## config.mk

```make
export PLATFORM = sky130hd
export DESIGN_NAME = hbss_sequencer
export DESIGN_NICKNAME = d
export VERILOG_FILES = /design/src/rtl/hbss_pin_sync.v /design/src/rtl/hbss_sequencer.v
export VERILOG_INCLUDE_DIRS = /design/src /design/src/inc
export SDC_FILE = /design/constraint.sdc
export NUM_CORES = 1
export LEC_CHECK = 0
export BUFFER_PORTS_ARGS = -buffer_cell sky130_fd_sc_hd__buf_4
export CAP_MARGIN = 5
export CORE_MARGIN = 2
export CORE_UTILIZATION = 40
export CTS_BUF_LIST = sky130_fd_sc_hd__clkbuf_2
export DETAILED_ROUTE_END_ITERATION = 8
export PLACE_DENSITY = 0.62
export SYNTH_ARGS = -nofsm -noshare
export SYNTH_HDL_FRONTEND = slang
export SYNTH_SLANG_ARGS = --single-unit
```

## constraint.sdc

```tcl
create_clock -name clk -period 2.5 [get_ports clk]
set_input_delay 0.125 -clock clk [delete_from_list [all_inputs] [get_ports clk]]
set_output_delay 0.125 -clock clk [all_outputs]
set_load 0.005 [all_outputs]
```

## src/inc/hbss_defs.vh

```
`ifndef HBSS_DEFS_VH
`define HBSS_DEFS_VH

`define HBSS_PORTS 6
`define HBSS_GPIOS 8

// six-level resistor codes, lowest resistance pull-up last
`define HBSS_CODE_200K_PD 3'h0
`define HBSS_CODE_200K_PU 3'h1
`define HBSS_CODE_10K_PD 3'h2
`define HBSS_CODE_10K_PU 3'h3
`define HBSS_CODE_10R_PD 3'h4
`define HBSS_CODE_10R_PU 3'h5

// fixed-port masks, bit 0 is port 1
`define HBSS_FIXED_NONE 6'h00
`define HBSS_FIXED_P2 6'h02
`define HBSS_FIXED_P23 6'h06
`define HBSS_FIXED_P24 6'h0e
`define HBSS_FIXED_P25 6'h1e
`define HBSS_FIXED_P26 6'h3e

// charging-port masks
`define HBSS_CHG_NONE 6'h00
`define HBSS_CHG_P1 6'h01
`define HBSS_CHG_P12 6'h03
`define HBSS_CHG_P13 6'h07
`define HBSS_CHG_P14 6'h0f
`define HBSS_CHG_P16 6'h3f

// defaults held in internal rom
`define HBSS_ROM_PORT_DIS 6'h00
`define HBSS_ROM_FIXED 6'h00
`define HBSS_ROM_CHG 6'h00
`define HBSS_ROM_GPIO_CFG 3'h0

// boot flash signature and addresses
`define HBSS_SIG_ADDR 16'hfffa
`define HBSS_EXEC_ADDR 16'h0000
`define HBSS_SIG_B0 8'h32
`define HBSS_SIG_B1 8'h44
`define HBSS_SIG_B2 8'h46
`define HBSS_SIG_B3 8'h55

// internal register addresses
`define HBSS_REG_CFG_END 8'hff
`define HBSS_REG_GPIO_BASE 8'h10

// gpio config fields: [1:0] mode, [2] output level
`define HBSS_GPIO_IN 2'h0
`define HBSS_GPIO_IN_PD 2'h1
`define HBSS_GPIO_IN_PU 2'h2
`define HBSS_GPIO_OUT 2'h3
`define HBSS_GPIO_LVL_BIT 2

// cycles of settling after reset release before straps are taken
`define HBSS_SETTLE_CYCLES 3'h4

`endif

```

## src/rtl/hbss_pin_sync.v

```verilog
`timescale 1ns/10ps
module hbss_pin_sync #(
    parameter WIDTH = 1
) (
    input wire clk,
    input wire reset_n,
    input wire [WIDTH-1:0] pinIn,
    output reg [WIDTH-1:0] pinStable
);
    reg [WIDTH-1:0] stage1;
    reg [WIDTH-1:0] stage2;
    reg [WIDTH-1:0] stage3;

    genvar i;
    generate
        for (i = 0; i < WIDTH; i = i + 1) begin : g_bit
            always @(posedge clk) begin
                if (!reset_n) begin
                    stage1[i] <= 1'b0;
                    stage2[i] <= 1'b0;
                    stage3[i] <= 1'b0;
                    pinStable[i] <= 1'b0;
                end else begin
                    stage1[i] <= pinIn[i];
                    stage2[i] <= stage1[i];
                    stage3[i] <= stage2[i];
                    // a change only counts once two settled stages agree
                    if (stage2[i] == stage3[i]) begin
                        pinStable[i] <= stage3[i];
                    end
                end
            end
        end
    endgenerate
endmodule

```

## src/rtl/hbss_sequencer.v

```verilog
// Notes on behaviour
// - each port has one disable strap per data line; 1 marks that line disabled.
// - a downstream port is disabled only when both its line straps read high.
// - a strap-disabled port also loses its SuperSpeed function.
// - fixed-port code selects none, port 2, or ports 2 up to 3, 4, 5, 6.
// - charging code selects none, port 1, ports 1-2, 1-3, 1-4 or 1-6.
// - each gpio is input with optional pull-down or pull-up, or a driven output.
// - while enumerated, gpio setup is written by smbus or by usb bridging requests.
// - chip reset low means standby, high means hub mode.
// - standby disables ports, floats data pins, drops state, halts pll, keeps nothing.
// - in standby nothing runs except watching the chip reset.
// - after release: reset logic, wait pll lock, load default configuration registers.
// - spi mode reads signature at 0xfffa; match boots external from 0x0000.
// - without spi mode strap, skip flash check and go to configuration read.
// - boot flash is 1 Mbit, 60 MHz or faster; single or dual bit, modes 0/3.
// - configuration read loads rom defaults, then straps override them.
// - smbus code with both pins pulled up enters controller config, else otp merge.
// - the 200k pull-up configuration code selects smbus slave hub configuration.
// - straps are latched after settling once the pll locks, and kept afterwards.
// - controller configuration waits forever until register 0xff is written.
`timescale 1ns/10ps
`include "hbss_defs.vh"
module hbss_sequencer (
    input wire clk,
    input wire reset_n,
    input wire [5:0] port_plus_line_disable,
    input wire [5:0] port_minus_line_disable,
    input wire [2:0] fixed_port_select_strap,
    input wire [2:0] charging_port_select_strap,
    input wire [2:0] configStrapCode,
    input wire spiModeStrap,
    input wire smbusDataPullUp,
    input wire smbusClockPullUp,
    input wire pllLocked,
    input wire flashAck,
    input wire [7:0] flashData,
    input wire hostEnumerated,
    input wire smbusWriteValid,
    input wire [7:0] smbusWriteAddr,
    input wire [7:0] smbusWriteData,
    input wire bridgeWriteValid,
    input wire [7:0] bridgeWriteAddr,
    input wire [7:0] bridgeWriteData,
    input wire [7:0] gpioPinIn,
    output reg [7:0] bootStage,
    output reg pllEnable,
    output reg usbDataDriveEnable,
    output reg flashReadReq,
    output reg [15:0] flashReadAddr,
    output reg externalBoot,
    output reg [15:0] execAddr,
    output reg [5:0] portDisabled,
    output reg [5:0] superSpeedDisabled,
    output reg [5:0] fixedPorts,
    output reg [5:0] chargingPorts,
    output reg smbusSlaveMode,
    output reg configDone,
    output reg [7:0] gpioOut,
    output reg [7:0] gpioOe,
    output reg [7:0] gpioPullUp,
    output reg [7:0] gpioPullDown,
    output reg [7:0] gpioLevel
);
    localparam ST_STANDBY = 8'h01;
    localparam ST_INIT = 8'h02;
    localparam ST_SPI_CHECK = 8'h04;
    localparam ST_CFG_RD = 8'h08;
    localparam ST_STRAP = 8'h10;
    localparam ST_SOC_CFG = 8'h20;
    localparam ST_OTP_CFG = 8'h40;
    localparam ST_RUN = 8'h80;

    wire [24:0] strapSynced;
    wire [7:0] gpioSynced;

    // analogue and pin levels come from outside the clock domain
    hbss_pin_sync #(.WIDTH(25)) u_strapSync (
        .clk(clk),
        .reset_n(reset_n),
        .pinIn({pllLocked, smbusClockPullUp, smbusDataPullUp, spiModeStrap, configStrapCode,
            charging_port_select_strap, fixed_port_select_strap, port_minus_line_disable,
            port_plus_line_disable}),
        .pinStable(strapSynced)
    );

    hbss_pin_sync #(.WIDTH(8)) u_gpioSync (
        .clk(clk),
        .reset_n(reset_n),
        .pinIn(gpioPinIn),
        .pinStable(gpioSynced)
    );

    reg [7:0] state;
    reg [2:0] settleCount;
    reg [1:0] sigIndex;
    reg sigMismatch;
    reg cfgRdOverride;
    reg [20:0] strapLatch;
    reg [2:0] gpioCfg [0:7];

    wire [5:0] latchPlus = strapLatch[5:0];
    wire [5:0] latchMinus = strapLatch[11:6];
    wire [2:0] latchFixed = strapLatch[14:12];
    wire [2:0] latchChg = strapLatch[17:15];
    wire [2:0] latchCfg = strapLatch[20:18];
    wire smbClkNow = strapSynced[23];
    wire smbDataNow = strapSynced[22];
    wire pllLockedSync = strapSynced[24];

    function [5:0] decodeFixed;
        input [2:0] code;
        begin
            case (code)
                `HBSS_CODE_200K_PU: decodeFixed = `HBSS_FIXED_P2;
                `HBSS_CODE_10K_PD: decodeFixed = `HBSS_FIXED_P23;
                `HBSS_CODE_10K_PU: decodeFixed = `HBSS_FIXED_P24;
                `HBSS_CODE_10R_PD: decodeFixed = `HBSS_FIXED_P25;
                `HBSS_CODE_10R_PU: decodeFixed = `HBSS_FIXED_P26;
                default: decodeFixed = `HBSS_FIXED_NONE;
            endcase
        end
    endfunction

    function [5:0] decodeCharging;
        input [2:0] code;
        begin
            case (code)
                `HBSS_CODE_200K_PU: decodeCharging = `HBSS_CHG_P1;
                `HBSS_CODE_10K_PD: decodeCharging = `HBSS_CHG_P12;
                `HBSS_CODE_10K_PU: decodeCharging = `HBSS_CHG_P13;
                `HBSS_CODE_10R_PD: decodeCharging = `HBSS_CHG_P14;
                `HBSS_CODE_10R_PU: decodeCharging = `HBSS_CHG_P16;
                default: decodeCharging = `HBSS_CHG_NONE;
            endcase
        end
    endfunction

    function [7:0] sigByte;
        input [1:0] idx;
        begin
            case (idx)
                2'h0: sigByte = `HBSS_SIG_B0;
                2'h1: sigByte = `HBSS_SIG_B1;
                2'h2: sigByte = `HBSS_SIG_B2;
                default: sigByte = `HBSS_SIG_B3;
            endcase
        end
    endfunction

    // smbus wins when both sources write in the same cycle
    wire smbAllowed = (state == ST_SOC_CFG) || (state == ST_RUN && hostEnumerated);
    wire bridgeAllowed = (state == ST_RUN) && hostEnumerated;
    wire smbWr = smbusWriteValid && smbAllowed;
    wire bridgeWr = bridgeWriteValid && bridgeAllowed && !smbWr;
    wire anyWr = smbWr || bridgeWr;
    wire [7:0] wrAddr = smbWr ? smbusWriteAddr : bridgeWriteAddr;
    wire [7:0] wrData = smbWr ? smbusWriteData : bridgeWriteData;
    wire [7:0] gpioIndex = wrAddr - `HBSS_REG_GPIO_BASE;
    wire gpioHit = anyWr && (wrAddr >= `HBSS_REG_GPIO_BASE) && (gpioIndex < 8'h08);

    always @(posedge clk) begin
        if (!reset_n) begin
            // standby: everything back to default, nothing retained
            state <= ST_STANDBY;
            settleCount <= 3'h0;
            sigIndex <= 2'h0;
            sigMismatch <= 1'b0;
            cfgRdOverride <= 1'b0;
            strapLatch <= 21'h0;
            bootStage <= ST_STANDBY;
            pllEnable <= 1'b0;
            usbDataDriveEnable <= 1'b0;
            flashReadReq <= 1'b0;
            flashReadAddr <= 16'h0000;
            externalBoot <= 1'b0;
            execAddr <= 16'h0000;
            portDisabled <= 6'h3f;
            superSpeedDisabled <= 6'h3f;
            fixedPorts <= 6'h00;
            chargingPorts <= 6'h00;
            smbusSlaveMode <= 1'b0;
            configDone <= 1'b0;
        end else begin
            bootStage <= state;
            case (state)
                ST_STANDBY: begin
                    pllEnable <= 1'b1;
                    settleCount <= 3'h0;
                    state <= ST_INIT;
                end
                ST_INIT: begin
                    // wait for the strap synchronisers to fill and the pll to lock
                    if (settleCount != `HBSS_SETTLE_CYCLES) begin
                        settleCount <= settleCount + 3'h1;
                    end else if (pllLockedSync) begin
                        strapLatch <= strapSynced[20:0];
                        portDisabled <= `HBSS_ROM_PORT_DIS;
                        superSpeedDisabled <= `HBSS_ROM_PORT_DIS;
                        fixedPorts <= `HBSS_ROM_FIXED;
                        chargingPorts <= `HBSS_ROM_CHG;
                        if (strapSynced[21]) begin
                            sigIndex <= 2'h0;
                            sigMismatch <= 1'b0;
                            flashReadAddr <= `HBSS_SIG_ADDR;
                            flashReadReq <= 1'b1;
                            state <= ST_SPI_CHECK;
                        end else begin
                            state <= ST_CFG_RD;
                        end
                    end
                end
                ST_SPI_CHECK: begin
                    // flash engine handles single/dual bit and clock mode; one byte per ack
                    if (flashReadReq && flashAck) begin
                        if (flashData != sigByte(sigIndex)) begin
                            sigMismatch <= 1'b1;
                        end
                        if (sigIndex == 2'h3) begin
                            flashReadReq <= 1'b0;
                            if (!sigMismatch && flashData == sigByte(sigIndex)) begin
                                externalBoot <= 1'b1;
                                execAddr <= `HBSS_EXEC_ADDR;
                            end
                            state <= ST_CFG_RD;
                        end else begin
                            sigIndex <= sigIndex + 2'h1;
                            flashReadAddr <= flashReadAddr + 16'h0001;
                        end
                    end
                end
                ST_CFG_RD: begin
                    if (!cfgRdOverride) begin
                        cfgRdOverride <= 1'b1;
                        portDisabled <= `HBSS_ROM_PORT_DIS;
                        superSpeedDisabled <= `HBSS_ROM_PORT_DIS;
                        fixedPorts <= `HBSS_ROM_FIXED;
                        chargingPorts <= `HBSS_ROM_CHG;
                    end else begin
                        portDisabled <= latchPlus & latchMinus;
                        superSpeedDisabled <= latchPlus & latchMinus;
                        fixedPorts <= decodeFixed(latchFixed);
                        chargingPorts <= decodeCharging(latchChg);
                        state <= ST_STRAP;
                    end
                end
                ST_STRAP: begin
                    // pull-ups are probed live here; only the mode code is latched
                    if (latchCfg == `HBSS_CODE_200K_PU && smbDataNow && smbClkNow) begin
                        smbusSlaveMode <= 1'b1;
                        state <= ST_SOC_CFG;
                    end else begin
                        state <= ST_OTP_CFG;
                    end
                end
                ST_SOC_CFG: begin
                    if (smbWr && smbusWriteAddr == `HBSS_REG_CFG_END) begin
                        state <= ST_OTP_CFG;
                    end
                end
                ST_OTP_CFG: begin
                    configDone <= 1'b1;
                    usbDataDriveEnable <= 1'b1;
                    state <= ST_RUN;
                end
                ST_RUN: begin
                    state <= ST_RUN;
                end
                default: begin
                    state <= ST_STANDBY;
                end
            endcase
        end
    end

    genvar g;
    generate
        for (g = 0; g < 8; g = g + 1) begin : g_gpio
            always @(posedge clk) begin
                if (!reset_n) begin
                    gpioCfg[g] <= `HBSS_ROM_GPIO_CFG;
                    gpioOut[g] <= 1'b0;
                    gpioOe[g] <= 1'b0;
                    gpioPullUp[g] <= 1'b0;
                    gpioPullDown[g] <= 1'b0;
                    gpioLevel[g] <= 1'b0;
                end else begin
                    if (gpioHit && gpioIndex[2:0] == g) begin
                        gpioCfg[g] <= wrData[2:0];
                    end
                    gpioOe[g] <= (gpioCfg[g][1:0] == `HBSS_GPIO_OUT);
                    gpioOut[g] <= gpioCfg[g][`HBSS_GPIO_LVL_BIT];
                    gpioPullDown[g] <= (gpioCfg[g][1:0] == `HBSS_GPIO_IN_PD);
                    gpioPullUp[g] <= (gpioCfg[g][1:0] == `HBSS_GPIO_IN_PU);
                    gpioLevel[g] <= gpioSynced[g];
                end
            end
        end
    endgenerate
endmodule

```

After elaboration in Yosys (flattened, before gate mapping) --
Memory sizes are Yosys's and may differ from the RTL's. Index checks and enable logic that the tools add are counted. W data, S select, Z words.
Word-level totals: memories kept 1, register bits 255, word-level logic and storage cells 431, RAM bits 24, memory bits (read-only) 0, bits in latches 0, input port bits 79
Cells by class: $lt $le $gt $ge 2, reduce and logical (&&, ||, !) cells 38, mux-type cells 88, bitwise logic cells 10, shift operators 0, multiply operators 0, equality and inequality tests 100, $add $sub $neg 4, div/mod/pow operators 0
Memories:
- gpioCfg | words 8, width 3, rd ports 8, clocked after memory_dff 0, write ports 8, line hbss_sequencer.v:99 | reg [2:0] gpioCfg [0:7];
Operators with widths (number):
- $mux W8 | 14
- $mux W16 | 5
- $pmux W6 S5 | 2
- $pmux W8 S7 | 1
- $eq A2 B2 Y1 const B | 18
- $pmux W6 S2 | 3
- $mux W1 | 35
- $eq A1 B1 Y1 | 33
- $pmux W16 S2 | 1
- $mux W3 | 10
- $mux W6 | 5
- $eq A3 B3 Y1 const B | 8
- $reduce_and A6 Y1 | 4
- $pmux W7 S3 | 1
- $logic_and A1 B1 Y1 | 19
- $eq A2 B1 Y1 const B | 9
- $eq A3 B2 Y1 const B | 6
- $add A16 B1 Y16 const B | 1
- $eq A8 B8 Y1 const B | 2
- $ne A2 B2 Y1 const B | 7
- $eq A3 B1 Y1 const B | 4
- $mux W2 | 5
- $eq A8 B1 Y1 const B | 1
- $eq A8 B2 Y1 const B | 1
- other kinds (31) | 47

Logic depth before layout (Yosys ltp) --
Gate-level depths: netlist (run 1).
depth after elaboration 14, gate-level depth with buffers 8

Cells and area by module --
A second synthesis (run 1) with hierarchy kept.
Unflattened totals: cells, all modules 998, area, all modules 10059.6 um2
By module, submodules not included:
- hbss_sequencer | area each 6144.6 um2, sequential area each 3143.0 um2, times used 1, cells each 654
- hbss_pin_sync at u_strapSync | area each 2954.1 um2, sequential area each 2001.9 um2, times used 1, cells each 261
- hbss_pin_sync at u_gpioSync | area each 960.9 um2, sequential area each 640.6 um2, times used 1, cells each 83

Worst setup path before layout (run 1) --
No wires, ideal clock.
path kind register -> register, start register state[1], end memory gpioCfg[0][0], enable pin, data arrival time 2.051 ns, period minus slack after synthesis 2.376 ns, data required time 2.175 ns, stages on the path, launching flop included 8, slack 0.124 ns, cells stage by stage dfxtp_1 -> or3_1 -> buf_2 -> nor4_2 -> or2_0 -> buf_2 -> mux2_2 -> o21ai_1
RTL lines:
- from (decl) | line hbss_sequencer.v:93 | reg [7:0] state;
- from (signal assigned) | line hbss_sequencer.v:164 | state <= ST_STANDBY;
- from (signal assigned) | line hbss_sequencer.v:189 | state <= ST_INIT;
- from (signal assigned) | line hbss_sequencer.v:206 | state <= ST_SPI_CHECK;
- to (decl) | line hbss_sequencer.v:99

==> results of run 1 <==
cells by family (layout without fill, tap and decap cells):
logic type	count (synthesis)	in the layout	share of synthesized area (%)
AO/OA/AOI/OAI	173	173	10.0
XOR/XNOR	14	14	1.26
adder cells (fa/ha/maj)	8	8	1.03
buffers and inverters	90	451	4.57
flip-flops	277	277	59.3
multiplexers	4	4	0.449
other	1	19	0.0384
AND/OR/NAND/NOR	428	428	23.3
sequential cells by signal, summed over array words and instances, names as in the netlist, 16 cells and up:
register and cells:
flashReadAddr 16, gpioCfg 24, strapLatch 21, u_strapSync.pinStable 25, u_strapSync.stage1 25, u_strapSync.stage2 25, u_strapSync.stage3 25
how the worst max path moves through the flow:
stage | end | slack, ps | depth (start not counted)
floorplan | gpioCfg[0][0] | 120 | 7
global placement | gpioCfg[0][9] | 100 | 5
detailed placement | gpioCfg[0][8] | 20 | 5
CTS | sigMismatch | 20 | 7
global route | externalBoot | -40 | 8
finish | gpioCfg[1][1] | 80 | 5
metal layers:
metal / global-route usage, % / up-vias / share of wire [%]
li1: - / 4030 / -
met1: 21.5 / 3617 / 46
met2: 28.7 / 226 / 46
met3: 4.68 / 29 / 6.2
met4: 6.80 / 0 / 1.6
met5: 0 / - / 0
power groups by stage:
stage                     combinational (W)  sequential, W  clock, W
after global routing               0.000704        0.00465   0.00333
after global placement             0.000491        0.00473         0
after CTS                          0.000636        0.00463   0.00310
after floorplan                    0.000273        0.00473         0
final                              0.000643        0.00463   0.00294
after detailed placement           0.000494        0.00474         0
area by class of cell:
class	count	share of cell area (%)
antenna	2	0.0380
clock buffer	99	3.76
clock inverter	20	0.911
inverter	20	0.579
multi-input combinational	644	27.5
sequential	277	43.9
tap	324	3.08
timing repair buffer	312	20.2
layout by cell type, fill, tap and decap left out, drive strengths merged, types with 21 or more instances in the layout:
cell         instances
nor2                68
o21ai               62
dfxtp              253
clkbuf              99
edfxtp              24
nand2              114
a21oi               74
nand3               23
and2               125
dlygate4sd3        118
inv                 21
buf                194
what timing repair did:
| action | in CTS | in global routing |
|---|---|---|
| hold buffers | 118 | 0 |
| setup buffers | 0 | 0 |
| endpoints found under the hold margin | 231 | 0 |
| setup endpoints to repair | 0 | 22 |
| resized for setup | 0 | 8 |
per-stage QoR:
stage | instances | area [um2] | setup slack, ps | hold slack (ps)
after CTS | 1696 | 13100 | 19.1 | 9.89
after global placement | 1459 | 11300 | 102 | 333
final | 1698 | 13200 | 77.8 | 110
after detailed placement | 1459 | 11300 | 19.2 | 335
after floorplan | 1011 | 9810 | 124 | 252
after global routing | 1698 | 13200 | -35.9 | 72.4
critical path, delay by kind of cell, from the launching register on:
kind	cells	cell delay (ps)
AOI/OAI and AO/OA	2	500
and+or+nand+nor	3	1300
DFF	1	320
==> impl_metrics.toml, run 1 <==
[status]
status = "complete, no violations"

[logic_synthesis]
ys_types = 58
yosysTopAreaCellShare_pct = 51.9
synth_ff_type = "dfxtp_1"
yosysWarnings = 0
netlist_area_um2 = 9750
synth_edf_count = 24
syn_avg_cell_area_um2 = 9.80
synth_area_leaders = "dfxtp_1, and2_1, edfxtp_1, nand2_1, a21oi_1"
async_flop_share_pct = 0
syn_inst = 995
synth-seq-cells = 277
synth_common_cells = "dfxtp_1, and2_1, nand2_1"
synth.most_common_cell = "dfxtp_1"
synth_top_area_cell = "dfxtp_1"
ys_seq_area_share_pct = 59.3

[clock_network]
clockBufferDepth = 3
cts_max_level = 3
cts.sinks = 277
cts_root_buf = "clkbuf_2"
clkLatencyLatePin_ps = 820
cts_made_buffers = 73
clkTransAtPathRegs_ps = 100
cts_tree = "yes"

[hold_path]
holdPathStages = 5
hp-start = "smbusWriteAddr[7]"
hp-class = "in -> reg"
whs_endpoint = "state[5]"

[global_routing]
grt_overflow = 0
grt_max_degree = 170
antenna_found_initial = 1
grt_pass1_vias = 7698
gr-usage-all-layers_pct = 17.3
grt_first_pass_wirelength_mm = 36.4

[critical_path]
crit_type = "reg -> reg"
reg2reg_depth = 5
critPathRequiredTime_ps = 2990
critPathArrivalTime_ps = 2910
end_kind = "flop"
rrSetupSlack_ps = 80
r2r_start = "state[1]"
crit_slowest_cell = "or4_4"
crit_path_cell_trace = "or3_1 > or4_4 > nor3_2 > a32oi_1 > o21ai_1"
rr_endpoint = "gpioCfg[1][1]"
path_max_fanout = 5
start_kind = "flop"
startpoint = "state[1]"
cp_slowest_stage_delay_ps = 610

[job]
drv_cap = 0

[placed_design]
hpwl_mm = 13.6
port-buffer-count = 161
place.gp.congestion = 0.811

[timing]
finalClockSkew_ps = 50.1
setup_violations = 0
fin_crit_sh_pct = 96.9
fin_crit_ps = 2420
max_freq_mhz = 413
rsz0062_at_grt = "true"
fin_setup_tns_ps = 0
tightest_slew_ps = 695
slew_violations = 0
final-hold-violation-count = 0
relSlewSlack_pct = 53.7

[finish]
multi_input_area_um2 = 3630
layout-drive-gt1-share_pct = 23.6
final_core_util_pct = 54.7
nFillCells = 2278
syn_to_final_growth_pct = 35.2
register_area_um2 = 5790
fin_nets = 1415

[floorplan]
die_h_um = 160
dieArea_um2 = 25600
die_w_um = 160
ioPinCount = 189
initial_core_util_pct = 40.5
placementRows = 57
coreArea_um2 = 24100

[power_and_ir_drop]
switching_power_w = 0.00211
leakagePower_nw = 5.59
power_w = 0.00821
p_clk_share_pct = 35.8
vdd_drop_max_mv = 0.371
p_per_area_nw_per_um2 = 623
seqPwrFrac_pct = 56.4
swShare_pct = 25.6
internal-power_w = 0.00611
pwr-share-comb_pct = 7.8

[routing]
route.detailed.drc = 0
drt_first_pass_iters = 4
drtIter0Drc = 332
ant_nets = 0
viasPerCell = 4.65
num_vias = 7902
avgRoutedWirePerCell_um = 13.3
routed_wl_mm = 22.5
No activity file was read; power rests on OpenSTA's default activity.
==> inputs of run 2 (changes only) <==
--- a/config.mk
+++ b/config.mk
@@ -8,11 +8,13 @@
 export LEC_CHECK = 0
 export BUFFER_PORTS_ARGS = -buffer_cell sky130_fd_sc_hd__buf_4
 export CAP_MARGIN = 5
+export CELL_PAD_IN_SITES_DETAIL_PLACEMENT = 1
+export CELL_PAD_IN_SITES_GLOBAL_PLACEMENT = 2
 export CORE_MARGIN = 2
-export CORE_UTILIZATION = 40
+export CORE_UTILIZATION = 32
 export CTS_BUF_LIST = sky130_fd_sc_hd__clkbuf_2
 export DETAILED_ROUTE_END_ITERATION = 8
-export PLACE_DENSITY = 0.62
+export PLACE_DENSITY = 0.77
 export SYNTH_ARGS = -nofsm -noshare
 export SYNTH_HDL_FRONTEND = slang
 export SYNTH_SLANG_ARGS = --single-unit
==> impl_metrics.toml, run 2 (synthesis results as in run 1) <==
[finish]
final_common_cell = "dfxtp_1"
final_cell_mix = "dfxtp_1, buf_4, and2_1"
nFillCells = 3492
final_cells = 1739
fin_nets = 1389
syn_to_final_growth_pct = 33.5
layout-drive-gt1-share_pct = 24.9

[critical_path]
critPathArrivalTime_ps = 2950
start_kind = "flop"
cp_slowest_stage_delay_ps = 600
end_kind = "flop"
critPathRequiredTime_ps = 3030
path_delay_family = "simple AND/OR/NAND/NOR gates"
path_max_fanout = 6
crit_buf_inv = 0
crit_path_cell_trace = "or3_1 > or4_4 > o21ai_2 > a32oi_1 > o21ai_1"
crit_slowest_cell = "or4_4"
crit_type = "reg -> reg"

[clock_network]
cts.sinks = 277
cts_made_buffers = 74
cts_tree = "yes"
postCtsSetupBuffers = 0
clkTransAtPathRegs_ps = 100
cts_root_buf = "clkbuf_2"
cts_max_level = 3
clkLatencyLatePin_ps = 840
clockBufferDepth = 3

[placed_design]
hpwl_mm = 16.2
post-place-ws_ps = -8.84
place.gp.congestion = 0.785
port-buffer-count = 161
dp.cells = 1531

[floorplan]
placementRows = 63
initial_core_util_pct = 32.7
die_w_um = 179
ioPinCount = 189
dieArea_um2 = 31900
die_h_um = 179
coreArea_um2 = 29800

[global_routing]
grt_overflow = 0
antenna_found_initial = 1
grt_max_degree = 106
grt_pass1_vias = 8390
gr-usage-all-layers_pct = 16.0
grt_first_pass_wirelength_mm = 40.7

[routing]
viasPerCell = 4.60
ant_nets = 0
num_vias = 7992
avgRoutedWirePerCell_um = 14.4
route.detailed.drc = 0
drtIter0Drc = 279
routed_wl_mm = 25.0
drt_first_pass_iters = 4

[timing]
slew_violations = 0
fin_crit_sh_pct = 96.9
setup_ws_ps = 78.7
fin_crit_ps = 2420
setup_violations = 0
finalClockSkew_ps = 58.8
final-hold-violation-count = 0
max_freq_mhz = 413
relSlewSlack_pct = 57.0
rsz0062_at_grt = "true"
tightest_slew_ps = 645

[power_and_ir_drop]
leakagePower_nw = 5.49
vdd_drop_max_mv = 0.281
p_per_area_nw_per_um2 = 643

[hold_path]
hp-class = "in -> reg"

[status]
status = "complete, no violations"

[job]
drv_cap = 0
-- run 2: worst reg2reg max path: cells and delay by family, from the launching register on --
family	cells	cell delay [ps]
AOI/OAI and AO/OA	3	770
DFF	1	320
and+or+nand+nor	2	1050
-- run 2: power breakdown --
part           total (W)  internal [W]  switching [W]  leakage (nW)
registers        0.00463       0.00458      0.0000482          2.31
clock network    0.00312       0.00132        0.00180         0.491
logic           0.000618      0.000323       0.000296          2.69
-- run 2: through the flow --
stage | power, W | TNS, ps | utilization, % | area [um2] | hold slack [ps]
after floorplan | 0.00500 | 0 | - | 9810 | 252
after global routing | 0.00887 | -18.4 | 43.7 | 13000 | 1.57
final | 0.00837 | 0 | 43.7 | 13000 | 79.2
after detailed placement | 0.00525 | -52.8 | 38.5 | 11500 | 337
after CTS | 0.00855 | 0 | 43.5 | 13000 | 0.624
after global placement | 0.00524 | 0 | 38.5 | 11500 | 332
-- run 2: metal layers --
layer	vias to the layer above	routed length, um	share of wire [%]	track usage [%]
li1	3975	-	-	-
met1	3791	10700	43	18.7
met2	183	12200	49	27.3
met3	43	1460	5.8	4.60
met4	0	616	2.5	6.98
met5	-	0	0	0
-- run 2: what timing repair did --
item | 4_1_cts | 5_1_grt
hold buffers | 84 | 1
endpoints found under the hold margin | 161 | 1
setup endpoints to repair | 0 | 17
resized for setup | 0 | 9
-- run 2: worst paths after layout --
| check | to | slack, ps | depth (start not counted) | startpoint |
|---|---|---|---|---|
| max | gpioCfg[0][11] | 80 | 5 | state[1] |
| min | gpioCfg[0][1] | 80 | 4 | smbusWriteAddr[2] |
| max reg2reg | gpioCfg[0][11] | 80 | 5 | state[1] |
| min reg2reg | u_strapSync.stage2[12] | 410 | 1 | u_strapSync.stage1[12] |
-- run 2: cell type report --
| type | instances | area, um2 | area share, % |
|---|---|---|---|
| timing repair buffer | 285 | 2380 | 18.3 |
| clock inverter | 17 | 130 | 1.00 |
| sequential | 277 | 5790 | 44.4 |
| antenna | 2 | 5.00 | 0.0384 |
| clock buffer | 104 | 520 | 4.00 |
| multi-input combinational | 644 | 3630 | 27.9 |
| inverter | 20 | 76.3 | 0.586 |
| tap | 390 | 488 | 3.75 |
